===== src/common/smpb_pkg.sv =====
// package: register numbers, limits, reset values and carrier types of the motor-2 bank
package smpb_pkg;

  localparam int NPAIR   = 9;
  localparam int NSINGLE = 9;

  // register numbers; byte address is four times the number
  localparam logic [15:0] IDX_ACCEL1_TIME_HI         = 16'h2103;
  localparam logic [15:0] IDX_ACCEL1_TIME_LO         = 16'h2104;
  localparam logic [15:0] IDX_DECEL1_TIME_HI         = 16'h2105;
  localparam logic [15:0] IDX_DECEL1_TIME_LO         = 16'h2106;
  localparam logic [15:0] IDX_BASE_FREQ              = 16'h2203;
  localparam logic [15:0] IDX_MAX_FREQ               = 16'h2204;
  localparam logic [15:0] IDX_MULTISPEED_FREQ_HI     = 16'h2216;
  localparam logic [15:0] IDX_MULTISPEED_FREQ_LO     = 16'h2217;
  localparam logic [15:0] IDX_BOOST_METHOD           = 16'h223b;
  localparam logic [15:0] IDX_MANUAL_BOOST_VALUE     = 16'h223c;
  localparam logic [15:0] IDX_MANUAL_BOOST_FREQ_ADJ  = 16'h223d;
  localparam logic [15:0] IDX_CURVE_SELECT           = 16'h223e;
  localparam logic [15:0] IDX_AUTO_BOOST_VOLTAGE_GAIN = 16'h2240;
  localparam logic [15:0] IDX_AUTO_BOOST_SLIP_GAIN   = 16'h2241;
  localparam logic [15:0] IDX_FREQ_UPPER_LIMIT_HI    = 16'h224f;
  localparam logic [15:0] IDX_FREQ_UPPER_LIMIT_LO    = 16'h2250;
  localparam logic [15:0] IDX_FREQ_LOWER_LIMIT_HI    = 16'h2251;
  localparam logic [15:0] IDX_FREQ_LOWER_LIMIT_LO    = 16'h2252;
  localparam logic [15:0] IDX_ACCEL2_TIME_HI         = 16'h226f;
  localparam logic [15:0] IDX_ACCEL2_TIME_LO         = 16'h2270;
  localparam logic [15:0] IDX_DECEL2_TIME_HI         = 16'h2271;
  localparam logic [15:0] IDX_DECEL2_TIME_LO         = 16'h2272;
  localparam logic [15:0] IDX_RAMP_SWITCH_METHOD     = 16'h2273;
  localparam logic [15:0] IDX_ACCEL_TRANSITION_FREQ_HI = 16'h2274;
  localparam logic [15:0] IDX_ACCEL_TRANSITION_FREQ_LO = 16'h2275;
  localparam logic [15:0] IDX_DECEL_TRANSITION_FREQ_HI = 16'h2276;
  localparam logic [15:0] IDX_DECEL_TRANSITION_FREQ_LO = 16'h2277;
  localparam logic [15:0] IDX_STATUS                 = 16'h0001;

  // pair slots
  localparam logic [3:0] P_ACCEL1 = 4'h0;
  localparam logic [3:0] P_DECEL1 = 4'h1;
  localparam logic [3:0] P_MULTI  = 4'h2;
  localparam logic [3:0] P_UPPER  = 4'h3;
  localparam logic [3:0] P_LOWER  = 4'h4;
  localparam logic [3:0] P_ACCEL2 = 4'h5;
  localparam logic [3:0] P_DECEL2 = 4'h6;
  localparam logic [3:0] P_ACC_TR = 4'h7;
  localparam logic [3:0] P_DEC_TR = 4'h8;
  // single slots
  localparam logic [3:0] S_BASE   = 4'h0;
  localparam logic [3:0] S_MAX    = 4'h1;
  localparam logic [3:0] S_BMETH  = 4'h2;
  localparam logic [3:0] S_BVAL   = 4'h3;
  localparam logic [3:0] S_BADJ   = 4'h4;
  localparam logic [3:0] S_CURVE  = 4'h5;
  localparam logic [3:0] S_VGAIN  = 4'h6;
  localparam logic [3:0] S_SGAIN  = 4'h7;
  localparam logic [3:0] S_RAMP   = 4'h8;

  localparam logic [15:0] PAIR_HI_IDX [NPAIR] = '{
    IDX_ACCEL1_TIME_HI, IDX_DECEL1_TIME_HI, IDX_MULTISPEED_FREQ_HI,
    IDX_FREQ_UPPER_LIMIT_HI, IDX_FREQ_LOWER_LIMIT_HI, IDX_ACCEL2_TIME_HI,
    IDX_DECEL2_TIME_HI, IDX_ACCEL_TRANSITION_FREQ_HI, IDX_DECEL_TRANSITION_FREQ_HI};
  localparam logic [15:0] PAIR_LO_IDX [NPAIR] = '{
    IDX_ACCEL1_TIME_LO, IDX_DECEL1_TIME_LO, IDX_MULTISPEED_FREQ_LO,
    IDX_FREQ_UPPER_LIMIT_LO, IDX_FREQ_LOWER_LIMIT_LO, IDX_ACCEL2_TIME_LO,
    IDX_DECEL2_TIME_LO, IDX_ACCEL_TRANSITION_FREQ_LO, IDX_DECEL_TRANSITION_FREQ_LO};
  localparam logic [15:0] SINGLE_IDX [NSINGLE] = '{
    IDX_BASE_FREQ, IDX_MAX_FREQ, IDX_BOOST_METHOD, IDX_MANUAL_BOOST_VALUE,
    IDX_MANUAL_BOOST_FREQ_ADJ, IDX_CURVE_SELECT, IDX_AUTO_BOOST_VOLTAGE_GAIN,
    IDX_AUTO_BOOST_SLIP_GAIN, IDX_RAMP_SWITCH_METHOD};

  // value limits
  localparam logic [31:0] RAMP_TIME_MIN  = 32'h0000_0001;
  localparam logic [31:0] RAMP_TIME_MAX  = 32'h0005_7e40;
  localparam logic [31:0] TRANS_FREQ_MAX = 32'h0000_9c40;
  localparam logic [31:0] HZ_TO_CENTIHZ  = 32'h0000_0064;
  localparam logic [15:0] FREQ_HZ_MIN    = 16'h001e;
  localparam logic [15:0] FREQ_HZ_MAX    = 16'h0190;
  localparam logic [15:0] BOOST_METH_MAX = 16'h0001;
  localparam logic [15:0] BOOST_VAL_MAX  = 16'h00c8;
  localparam logic [15:0] BOOST_ADJ_MAX  = 16'h01f4;
  localparam logic [15:0] CURVE_MAX      = 16'h0004;
  localparam logic [15:0] GAIN_MAX       = 16'h00ff;
  localparam logic [15:0] RAMP_SW_MAX    = 16'h0002;

  // values after reset
  localparam logic [31:0] RST_RAMP_TIME  = 32'h0000_0bb8;
  localparam logic [31:0] RST_PAIR_ZERO  = 32'h0000_0000;
  localparam logic [15:0] RST_FREQ_HZ    = 16'h003c;
  localparam logic [15:0] RST_GAIN       = 16'h0064;
  localparam logic [15:0] RST_ZERO16     = 16'h0000;
  localparam logic [31:0] PAIR_RST [NPAIR] = '{
    RST_RAMP_TIME, RST_RAMP_TIME, RST_PAIR_ZERO, RST_PAIR_ZERO, RST_PAIR_ZERO,
    RST_RAMP_TIME, RST_RAMP_TIME, RST_PAIR_ZERO, RST_PAIR_ZERO};
  localparam logic [15:0] SINGLE_RST [NSINGLE] = '{
    RST_FREQ_HZ, RST_FREQ_HZ, RST_ZERO16, RST_ZERO16, RST_ZERO16,
    RST_ZERO16, RST_GAIN, RST_GAIN, RST_ZERO16};

  // status register fields
  localparam int ST_REJECT   = 0;
  localparam int ST_RESERVED = 1;
  localparam int ST_PEND_LSB = 2;

  localparam logic [1:0] HTRANS_NONSEQ = 2'b10;

  typedef struct packed {
    logic [NPAIR-1:0][31:0]   pair;
    logic [NSINGLE-1:0][15:0] single;
  } smpb_params_t;

  typedef struct packed {
    logic [NPAIR-1:0] pend;
    logic             reserved_hit;
    logic             rejected;
  } smpb_status_t;

endpackage


===== src/rtl/smpb_bank.sv =====
// motor-2 parameter register bank behind an ahb-lite slave
// Function
// - primary accel time pair, 1..360000
// - primary decel time pair, 1..360000
// - base frequency 30 up to max
// - maximum frequency 30 to 400 Hz
// - multispeed zero or start..max frequency
// - boost method 0 manual, 1 auto
// - manual boost value 0 to 200
// - manual boost break frequency 0 to 500
// - curve select codes 0 to 4
// - boost voltage and slip gains 0..255
// - upper limit zero or lower..max
// - lower limit zero or start..max
// - secondary accel time pair, 1..360000
// - secondary decel time pair, 1..360000
// - ramp switch method codes 0 to 2
// - accel transition frequency 0 to 40000
// - decel transition frequency 0 to 40000
//
// The AHB-Lite slave port is this design's own decision.
`timescale 1ns/1ps
module smpb_bank (
  input  wire logic                   clk,
  input  wire logic                   reset,
  input  wire logic                   hsel,
  input  wire logic [31:0]            haddr,
  input  wire logic [1:0]             htrans,
  input  wire logic                   hwrite,
  input  wire logic [2:0]             hsize,
  input  wire logic [31:0]            hwdata,
  input  wire logic                   hready,
  output logic                        hreadyout,
  output logic                        hresp,
  output logic [31:0]                 hrdata,
  input  wire logic [15:0]            start_freq,
  output smpb_pkg::smpb_params_t      params,
  output smpb_pkg::smpb_status_t      status
);
  import smpb_pkg::*;

  // decode of a register number: {hit, is_hi, slot}
  function automatic logic [5:0] pair_dec(input logic [15:0] idx);
    logic [5:0] r;
    r = 6'h00;
    for (int i = 0; i < NPAIR; i++) begin
      if (idx == PAIR_HI_IDX[i]) begin
        r = {2'b11, i[3:0]};
      end
      if (idx == PAIR_LO_IDX[i]) begin
        r = {2'b10, i[3:0]};
      end
    end
    return r;
  endfunction

  // decode of a single register number: {hit, slot}
  function automatic logic [4:0] single_dec(input logic [15:0] idx);
    logic [4:0] r;
    r = 5'h00;
    for (int i = 0; i < NSINGLE; i++) begin
      if (idx == SINGLE_IDX[i]) begin
        r = {1'b1, i[3:0]};
      end
    end
    return r;
  endfunction

  // byte address to register number; bit 16 flags an unaligned or out-of-range address
  function automatic logic [16:0] addr_idx(input logic [31:0] a);
    return {(a[31:18] != 14'h0000) || (a[1:0] != 2'b00), a[17:2]};
  endfunction

  logic [NPAIR-1:0][31:0]   pair_q;
  logic [NPAIR-1:0][15:0]   hibuf_q;
  logic [NPAIR-1:0]         pend_q;
  logic [NSINGLE-1:0][15:0] single_q;
  logic                     rejected_q;
  logic                     reserved_q;
  logic                     wr_act_q;
  logic [16:0]              wr_idx_q;
  logic                     rd_act_q;
  logic [16:0]              rd_idx_q;
  logic                     hreadyout_q;
  logic [31:0]              hrdata_q;

  // address phase
  wire        a_take  = hsel && (htrans == HTRANS_NONSEQ) && hready;
  wire [16:0] a_idx   = addr_idx(haddr);

  // write data phase decode
  wire [15:0] wd      = hwdata[15:0];
  wire [5:0]  w_pd    = pair_dec(wr_idx_q[15:0]);
  wire [4:0]  w_sd    = single_dec(wr_idx_q[15:0]);
  wire        w_okadr = wr_act_q && !wr_idx_q[16];
  wire        w_pair  = w_okadr && w_pd[5];
  wire        w_hi    = w_pd[4];
  wire [3:0]  w_pn    = w_pd[3:0];
  wire        w_sing  = w_okadr && w_sd[4];
  wire [3:0]  w_sn    = w_sd[3:0];
  wire        w_stat  = w_okadr && (wr_idx_q[15:0] == IDX_STATUS);
  wire        w_resv  = wr_act_q && !w_pair && !w_sing && !w_stat;

  // limits in 0.01 Hz taken from the live maximum frequency
  wire [31:0] max_chz = {16'h0000, single_q[S_MAX]} * HZ_TO_CENTIHZ;
  wire [31:0] start32 = {16'h0000, start_freq};
  wire [31:0] lower32 = pair_q[P_LOWER];
  wire [31:0] w_comb  = {hibuf_q[w_pn], wd};

  wire ramp_ok  = (w_comb >= RAMP_TIME_MIN) && (w_comb <= RAMP_TIME_MAX);
  wire multi_ok = (w_comb == 32'h0000_0000) || ((w_comb >= start32) && (w_comb <= max_chz));
  wire upper_ok = (w_comb == 32'h0000_0000) || ((w_comb >= lower32) && (w_comb <= max_chz));
  wire lower_ok = (w_comb == 32'h0000_0000) || ((w_comb >= start32) && (w_comb <= max_chz));
  wire trans_ok = w_comb <= TRANS_FREQ_MAX;

  logic pair_ok;
  always_comb begin
    unique case (w_pn)
      P_ACCEL1: pair_ok = ramp_ok;
      P_DECEL1: pair_ok = ramp_ok;
      P_MULTI:  pair_ok = multi_ok;
      P_UPPER:  pair_ok = upper_ok;
      P_LOWER:  pair_ok = lower_ok;
      P_ACCEL2: pair_ok = ramp_ok;
      P_DECEL2: pair_ok = ramp_ok;
      P_ACC_TR: pair_ok = trans_ok;
      P_DEC_TR: pair_ok = trans_ok;
      default:  pair_ok = 1'b0;
    endcase
  end

  logic single_ok;
  always_comb begin
    unique case (w_sn)
      S_BASE:  single_ok = (wd >= FREQ_HZ_MIN) && (wd <= single_q[S_MAX]);
      S_MAX:   single_ok = (wd >= FREQ_HZ_MIN) && (wd <= FREQ_HZ_MAX);
      S_BMETH: single_ok = wd <= BOOST_METH_MAX;
      S_BVAL:  single_ok = wd <= BOOST_VAL_MAX;
      S_BADJ:  single_ok = wd <= BOOST_ADJ_MAX;
      S_CURVE: single_ok = wd <= CURVE_MAX;
      S_VGAIN: single_ok = wd <= GAIN_MAX;
      S_SGAIN: single_ok = wd <= GAIN_MAX;
      S_RAMP:  single_ok = wd <= RAMP_SW_MAX;
      default: single_ok = 1'b0;
    endcase
  end

  // low half without a held high half is refused
  wire lo_bad   = w_pair && !w_hi && !(pend_q[w_pn] && pair_ok);
  wire sing_bad = w_sing && !single_ok;
  wire set_rej  = lo_bad || sing_bad;

  // read decode, taken one cycle after the address phase
  wire [5:0]  r_pd    = pair_dec(rd_idx_q[15:0]);
  wire [4:0]  r_sd    = single_dec(rd_idx_q[15:0]);
  wire        r_okadr = !rd_idx_q[16];
  wire        r_stat  = r_okadr && (rd_idx_q[15:0] == IDX_STATUS);
  wire [31:0] r_pval  = pair_q[r_pd[3:0]];
  wire [15:0] r_word  = r_pd[4] ? r_pval[31:16] : r_pval[15:0];
  wire [15:0] st_word = {{(16 - NPAIR - 2){1'b0}}, pend_q, reserved_q, rejected_q};
  wire        r_resv  = rd_act_q && !(r_okadr && (r_pd[5] || r_sd[4] || r_stat));
  wire [31:0] r_data  = !r_okadr ? 32'h0000_0000 :
                        r_pd[5]  ? {16'h0000, r_word} :
                        r_sd[4]  ? {16'h0000, single_q[r_sd[3:0]]} :
                        r_stat   ? {16'h0000, st_word} : 32'h0000_0000;

  // bus phase tracking; reads insert one wait state so a prior write is seen
  always_ff @(posedge clk or posedge reset) begin
    if (reset) begin
      wr_act_q    <= 1'b0;
      wr_idx_q    <= 17'h00000;
      rd_act_q    <= 1'b0;
      rd_idx_q    <= 17'h00000;
      hreadyout_q <= 1'b1;
      hrdata_q    <= 32'h0000_0000;
    end else begin
      wr_act_q    <= a_take && hwrite;
      wr_idx_q    <= a_idx;
      rd_act_q    <= a_take && !hwrite;
      rd_idx_q    <= a_idx;
      hreadyout_q <= !(a_take && !hwrite);
      if (rd_act_q) begin
        hrdata_q <= r_data;
      end
    end
  end

  // pair storage with held high half
  genvar g;
  generate
    for (g = 0; g < NPAIR; g++) begin : g_pair
      wire sel = w_pair && (w_pn == 4'(g));
      always_ff @(posedge clk or posedge reset) begin
        if (reset) begin
          pair_q[g]  <= PAIR_RST[g];
          hibuf_q[g] <= 16'h0000;
          pend_q[g]  <= 1'b0;
        end else if (sel && w_hi) begin
          hibuf_q[g] <= wd;
          pend_q[g]  <= 1'b1;
        end else if (sel) begin
          pend_q[g] <= 1'b0;
          if (pend_q[g] && pair_ok) begin
            pair_q[g] <= w_comb;
          end
        end
      end
    end
    for (g = 0; g < NSINGLE; g++) begin : g_single
      always_ff @(posedge clk or posedge reset) begin
        if (reset) begin
          single_q[g] <= SINGLE_RST[g];
        end else if (w_sing && (w_sn == 4'(g)) && single_ok) begin
          single_q[g] <= wd;
        end
      end
    end
  endgenerate

  // sticky flags, a write of one clears, a new event wins
  always_ff @(posedge clk or posedge reset) begin
    if (reset) begin
      rejected_q <= 1'b0;
      reserved_q <= 1'b0;
    end else begin
      rejected_q <= set_rej || (rejected_q && !(w_stat && wd[ST_REJECT]));
      reserved_q <= w_resv || r_resv || (reserved_q && !(w_stat && wd[ST_RESERVED]));
    end
  end

  // registered outputs
  always_ff @(posedge clk or posedge reset) begin
    if (reset) begin
      params <= '0;
      status <= '0;
    end else begin
      params.pair   <= pair_q;
      params.single <= single_q;
      status        <= '{pend: pend_q, reserved_hit: reserved_q, rejected: rejected_q};
    end
  end

  assign hreadyout = hreadyout_q;
  assign hrdata    = hrdata_q;
  assign hresp     = 1'b0;

endmodule


===== config.mk =====
export PLATFORM = sky130hd
export DESIGN_NAME = smpb_bank
export DESIGN_NICKNAME = d
export VERILOG_FILES = /design/src/common/smpb_pkg.sv /design/src/rtl/smpb_bank.sv
export SDC_FILE = /design/constraint.sdc
export NUM_CORES = 2
export LEC_CHECK = 0
export ABC_AREA = 1
export BUFFER_PORTS_ARGS = -buffer_cell sky130_fd_sc_hd__buf_4
export CORE_ASPECT_RATIO = 1.25
export CORE_MARGIN = 4
export CORE_UTILIZATION = 58
export CTS_BUF_LIST = sky130_fd_sc_hd__clkbuf_16
export DETAILED_ROUTE_END_ITERATION = 6
export MAX_ROUTING_LAYER = met4
export PLACE_DENSITY = 0.9
export SETUP_SLACK_MARGIN = 0.1
export SKIP_CTS_REPAIR_TIMING = 1
export SKIP_LAST_GASP = 1
export SYNTH_ARGS = -nofsm -noshare
export SYNTH_HDL_FRONTEND = slang
export SYNTH_SLANG_ARGS = --single-unit
export TNS_END_PERCENT = 100

===== constraint.sdc =====
create_clock -name clk -period 36.9 [get_ports clk]
set_clock_uncertainty 0.2 [all_clocks]
set_input_delay 1.845 -clock clk [delete_from_list [all_inputs] [get_ports clk]]
set_output_delay 1.845 -clock clk [all_outputs]
set_load 0.05 [all_outputs]

==> out/results.md <==
| Stage | Quantity | Value |
| --- | --- | --- |
| placed design | Gp weighted congestion | 1.02 |
| finish | Filler Cell Count | 5,116 |
| global route | Maximum number of pins on one net before global-route repair | 195 |
| global route | Via count of the first global-routing pass | 36,400 |
| clock network | Number of levels the H-tree was split into | 3 |
| timing | Unrepaired setup endpoints after global routing | false |
| clock network | Total number of clock tree sinks | 1,066 |
| power and ir drop | Comb power frac | 0.028 |
| power and ir drop | Peak VDD IR | 0.0418 mV |
| critical path | Master of the slowest instance on the critical path | buf_4 |
| power and ir drop | Leak | 27.5 nW |
| power and ir drop | Sequential power share | 0.506 |
| placed design | Placed wire-length estimate | 102,000 microns |
| routing | Length of routed met3 wiring | 20,700 microns |
| synthesis | Commonest register cell after synthesis | dfrtp_1 |
| timing | Actual transition at the worst max-transition pin | 1.29 ns |
| synthesis | Synthesized-area fraction occupied by xor and xnor cells | 0.00322 |
| die | Full die area | 0.0796 sq mm |
| clock network | Buffer type at the clock tree root | clkbuf_16 |
| placed design | PortBufs | 530 |
| routing | Wl on met1 | 51,900 microns |
| critical path | Maximum fanout encountered on the critical timing path | 121 |
| critical path | Kind of critical path | flop to flop |
| synthesis | Number of storage elements in the synthesis netlist | 1,066 |
| power and ir drop | Clk pwr share | 0.465 |
| routing | Wire length after detailed routing | 157,000 microns |
| clock network | Worst-path clk slew | 0.07 ns |
| power and ir drop | Internal Power | 0.00179 W |
| clock network | Number of buffers on the longest clock path | 3 |
| synthesis | Post-synth EDFFs | 0 |
| routing | Initial detailed-routing violation count | 5,485 |
| synthesis | Distinct cells, synth | 64 |
| synthesis | Post-Synth Adder-Cell Area | 0.0444 |
| finish | Fraction of final layout cells with drive strength greater than 1 | 0.175 |
| critical path | Element type at the critical path end | flop |
| timing | Final cycle utilization of the critical path | 0.260 |
| die | Floorplan die height | 314 microns |
| routing | Detailed-route vias per instance | 6.32 |
| timing | Number of pins exceeding their max-slew limit in the final report | 0 |
| die | Number of I/O pins | 567 |
| timing | Final-report setup violation count | 0 |
| global route | Remaining global-route overflow | 0 |
| power and ir drop | Fraction of power spent switching nets | 0.228 |
| clock network | TritonCTS clock tree | built |
| power and ir drop | Power per cell area | 44.9 mW/mm^2 |
| routing | Detailed-route via count | 36,800 |
| clock network | Clock insertion delay at the later pin of the skew report | 0.69 ns |
| critical path | Critical path launch point type | flop |
| synthesis | Fraction of synthesized area in multiplexers | 0.0103 |
| critical path | Family of cells with the greatest summed delay on the critical path | simple AND/OR/NAND/NOR gates |
| timing | Count of final hold-check violations | 0 |
| run status | Outcome | finished, violations left |
| finish | Area growth, synth to finish | 18.3% |
| flow run | Total of max-cap violations | 0 |
| critical path | Beginning of the worst register-to-register path | rd_idx_q[15]$_DFF_PP0_ |
| routing | Sum of met2 wire segment lengths after detailed routing | 69,700 microns |
| routing | Remaining antenna violation count | 0 |
| finish | Commonest non-fill, non-tap cell in the layout | dfrtp_1 |
| routing | Remaining routing DRC violations | 10 |
| critical path | Required time reported for the critical path endpoint | 37.27 ns |
| global route | Antenna violations before repair | 6 |
| routing | Detailed Routing Iterations Pass 1 | 7 |
| synthesis | Avg Synthesized Cell Area | 10.1 sq um |
| die | Placeable core region | 0.0746 sq mm |
| die | Row count | 112 |
| die | Starting Density | 0.584 |
| synthesis | Yosys warnings | 0 |
| power and ir drop | Switching power summed over all nets | 0.000526 W |
| worst hold path | Startpoint of the tightest hold check path | pair_q[283]$_DFFE_PP0P_ |
| synthesis | Post-synthesis async set-or-reset flop share | 1.00 |
| timing | FMAX | 104 MHz |
| finish | Core occupancy in the finished layout | 0.691 |
| synthesis | Dominant combinational cell family by area after synthesis | simple AND/OR/NAND/NOR gates |
| timing | Final critical delay including setup and external delays | 9.61 ns |
| critical path | Arrival time of data at the critical path endpoint | 9.98 ns |
| critical path | Most prevalent standard cell on the critical path | nand2_1 |
| finish | Number of nets in the layout | 5,013 |
| synthesis | Post-Synthesis Cell Area | 0.0435 sq mm |
| synthesis | Post-synthesis cell count | 4,326 |
| global route | GRT Resource Usage Total | 0.400 |
| synthesis | Simple-gate area share of the yosys netlist | 0.149 |
| clock network | Total CTS buffers | 97 |
| routing | Drt wl/cell | 26.8 microns |
| timing | Total negative slack for setup checks | 0 ns |
| worst hold path | Path category of the worst min-delay check | flop to flop |
| synthesis | Sequential share of the synthesized area | 0.614 |
| die | Die Width | 253 microns |
| routing | Uppermost layer routed | met4 |
| finish | Commonest cells after routing, fill and taps aside | 1,023 x dfrtp_1, 865 x nand2_1, 574 x buf_4 |
| critical path | Launch point of the worst path | rd_idx_q[15]$_DFF_PP0_ |
| critical path | Delay of the slowest critical-path stage | 0.79 ns |
| global route | First-pass GRT wire length | 231,000 microns |
| run status | Failing checks | design-rule violations |
| critical path | Buf+Inv Stages, Crit Path | 3 |
| timing | Worst slew margin relative to its limit | 0.139 |
| synthesis | Area fraction in compound gates after synthesis | 0.111 |
-- power groups by stage --
| stage | combinational (W) | clock, W | sequential, W |
|---|---|---|---|
| 2_1_floorplan | 0.0000381 | 0 | 0.00119 |
| 6_report | 0.0000653 | 0.00108 | 0.00117 |
| 3_5_place_dp | 0.0000641 | 0 | 0.00119 |
| 5_1_grt | 0.0000713 | 0.00112 | 0.00117 |
| 4_1_cts | 0.0000644 | 0.00107 | 0.00117 |
| 3_3_place_gp | 0.0000629 | 0 | 0.00119 |
-- path summary, 6_finish.rpt --
| path | endpoint | slack (ns) | cells past startpoint |
|---|---|---|---|
| max | pair_q[116]$_DFFE_PP0P_ | 27.29 | 30 |
| min | params[427]$_DFF_PP0_ | 0.17 | 0 |
| max reg2reg | pair_q[116]$_DFFE_PP0P_ | 27.29 | 30 |
| min reg2reg | params[427]$_DFF_PP0_ | 0.17 | 0 |
| max in group asynchronous | pair_q[205]$_DFFE_PP0P_ | 31.99 | 5 |
| min in group asynchronous | params[149]$_DFF_PP0_ | 1.16 | 2 |
-- layout make-up --
type	count	area, sq um	share of cell area
tap	969	1210	0.0235
antenna	6	15.0	0.000291
sequential	1066	26700	0.519
clock buffer	97	2430	0.0471
timing repair buffer	576	4350	0.0844
multi-input combinational	2540	14000	0.271
clock inverter	85	945	0.0183
inverter	494	1860	0.0362
-- stage by stage --
stage          hold slack (ns)  total power [W]  worst slack (ns)  cells  instance area (sq um)
2_1_floorplan            0.154          0.00123              4.92   4342                  43600
3_3_place_gp             0.157          0.00126             27.97   5645                  48100
3_5_place_dp             0.158          0.00126             27.90   5645                  48100
4_1_cts                  0.162          0.00231             27.78   5827                  51500
5_1_grt                  0.180          0.00237             27.10   5832                  51500
6_report                 0.165          0.00231             27.29   5833                  51500
-- cells in the mapped netlist, types with 3 or more instances --
cell	n	area share
a21boi_0	100	0.017
a21oi_1	129	0.015
a21oi_2	12	0.0024
a221oi_1	12	0.0024
buf_1	21	0.0018
buf_2	37	0.0043
buf_4	37	0.0064
buf_6	4	0.0010
clkbuf_1	143	0.012
clkinv_1	5	0.00043
dfrtp_1	1023	0.59
dfstp_2	43	0.026
fa_1	11	0.0051
ha_1	137	0.039
inv_1	474	0.041
inv_2	14	0.0012
mux2i_1	45	0.010
nand2_1	866	0.075
nand2_2	13	0.0019
nand2_4	7	0.0018
nand3_1	269	0.031
nand3_2	6	0.0014
nand3b_1	3	0.00052
nand4_1	25	0.0036
nor2_1	246	0.021
nor2_2	5	0.00072
nor2_4	4	0.0010
nor3_1	50	0.0057
nor4_1	15	0.0022
o2111ai_1	18	0.0036
o211ai_1	16	0.0028
o21ai_0	278	0.032
o21ai_1	10	0.0011
o21bai_1	14	0.0024
o221ai_1	28	0.0056
o22ai_1	141	0.020
o311ai_0	11	0.0022
o31ai_1	4	0.00069
or2_2	3	0.00043
xnor2_1	7	0.0014
xor2_1	9	0.0018
-- per-layer routing --
layer / up-vias / GRT usage
met5: - / -
met4: 0 / 0.269
met3: 941 / 0.108
met2: 3129 / 0.590
met1: 17700 / 0.484
li1: 15100 / -
-- logic make-up (layout without fill, tap and decap cells) --
group,count (synthesis),count (layout)
fa+ha+maj,148,148
flops,1066,1066
simple gates,1523,1523
buf+inv,736,1252
xor+xnor,16,16
mux,45,45
compound gates,791,791
other cells,1,23
-- flip-flops by register name, summed over array words and instances, names as in the netlist, 9 cells and up --
| register | count |
|---|---|
| params | 432 |
| pair_q | 256 |
| hibuf_q | 144 |
| single_q | 144 |
| lower32 | 32 |
| rd_idx_q | 17 |
| hrdata | 16 |
| status | 11 |
| pend_q | 9 |
No activity file was read; power rests on OpenSTA's default activity.
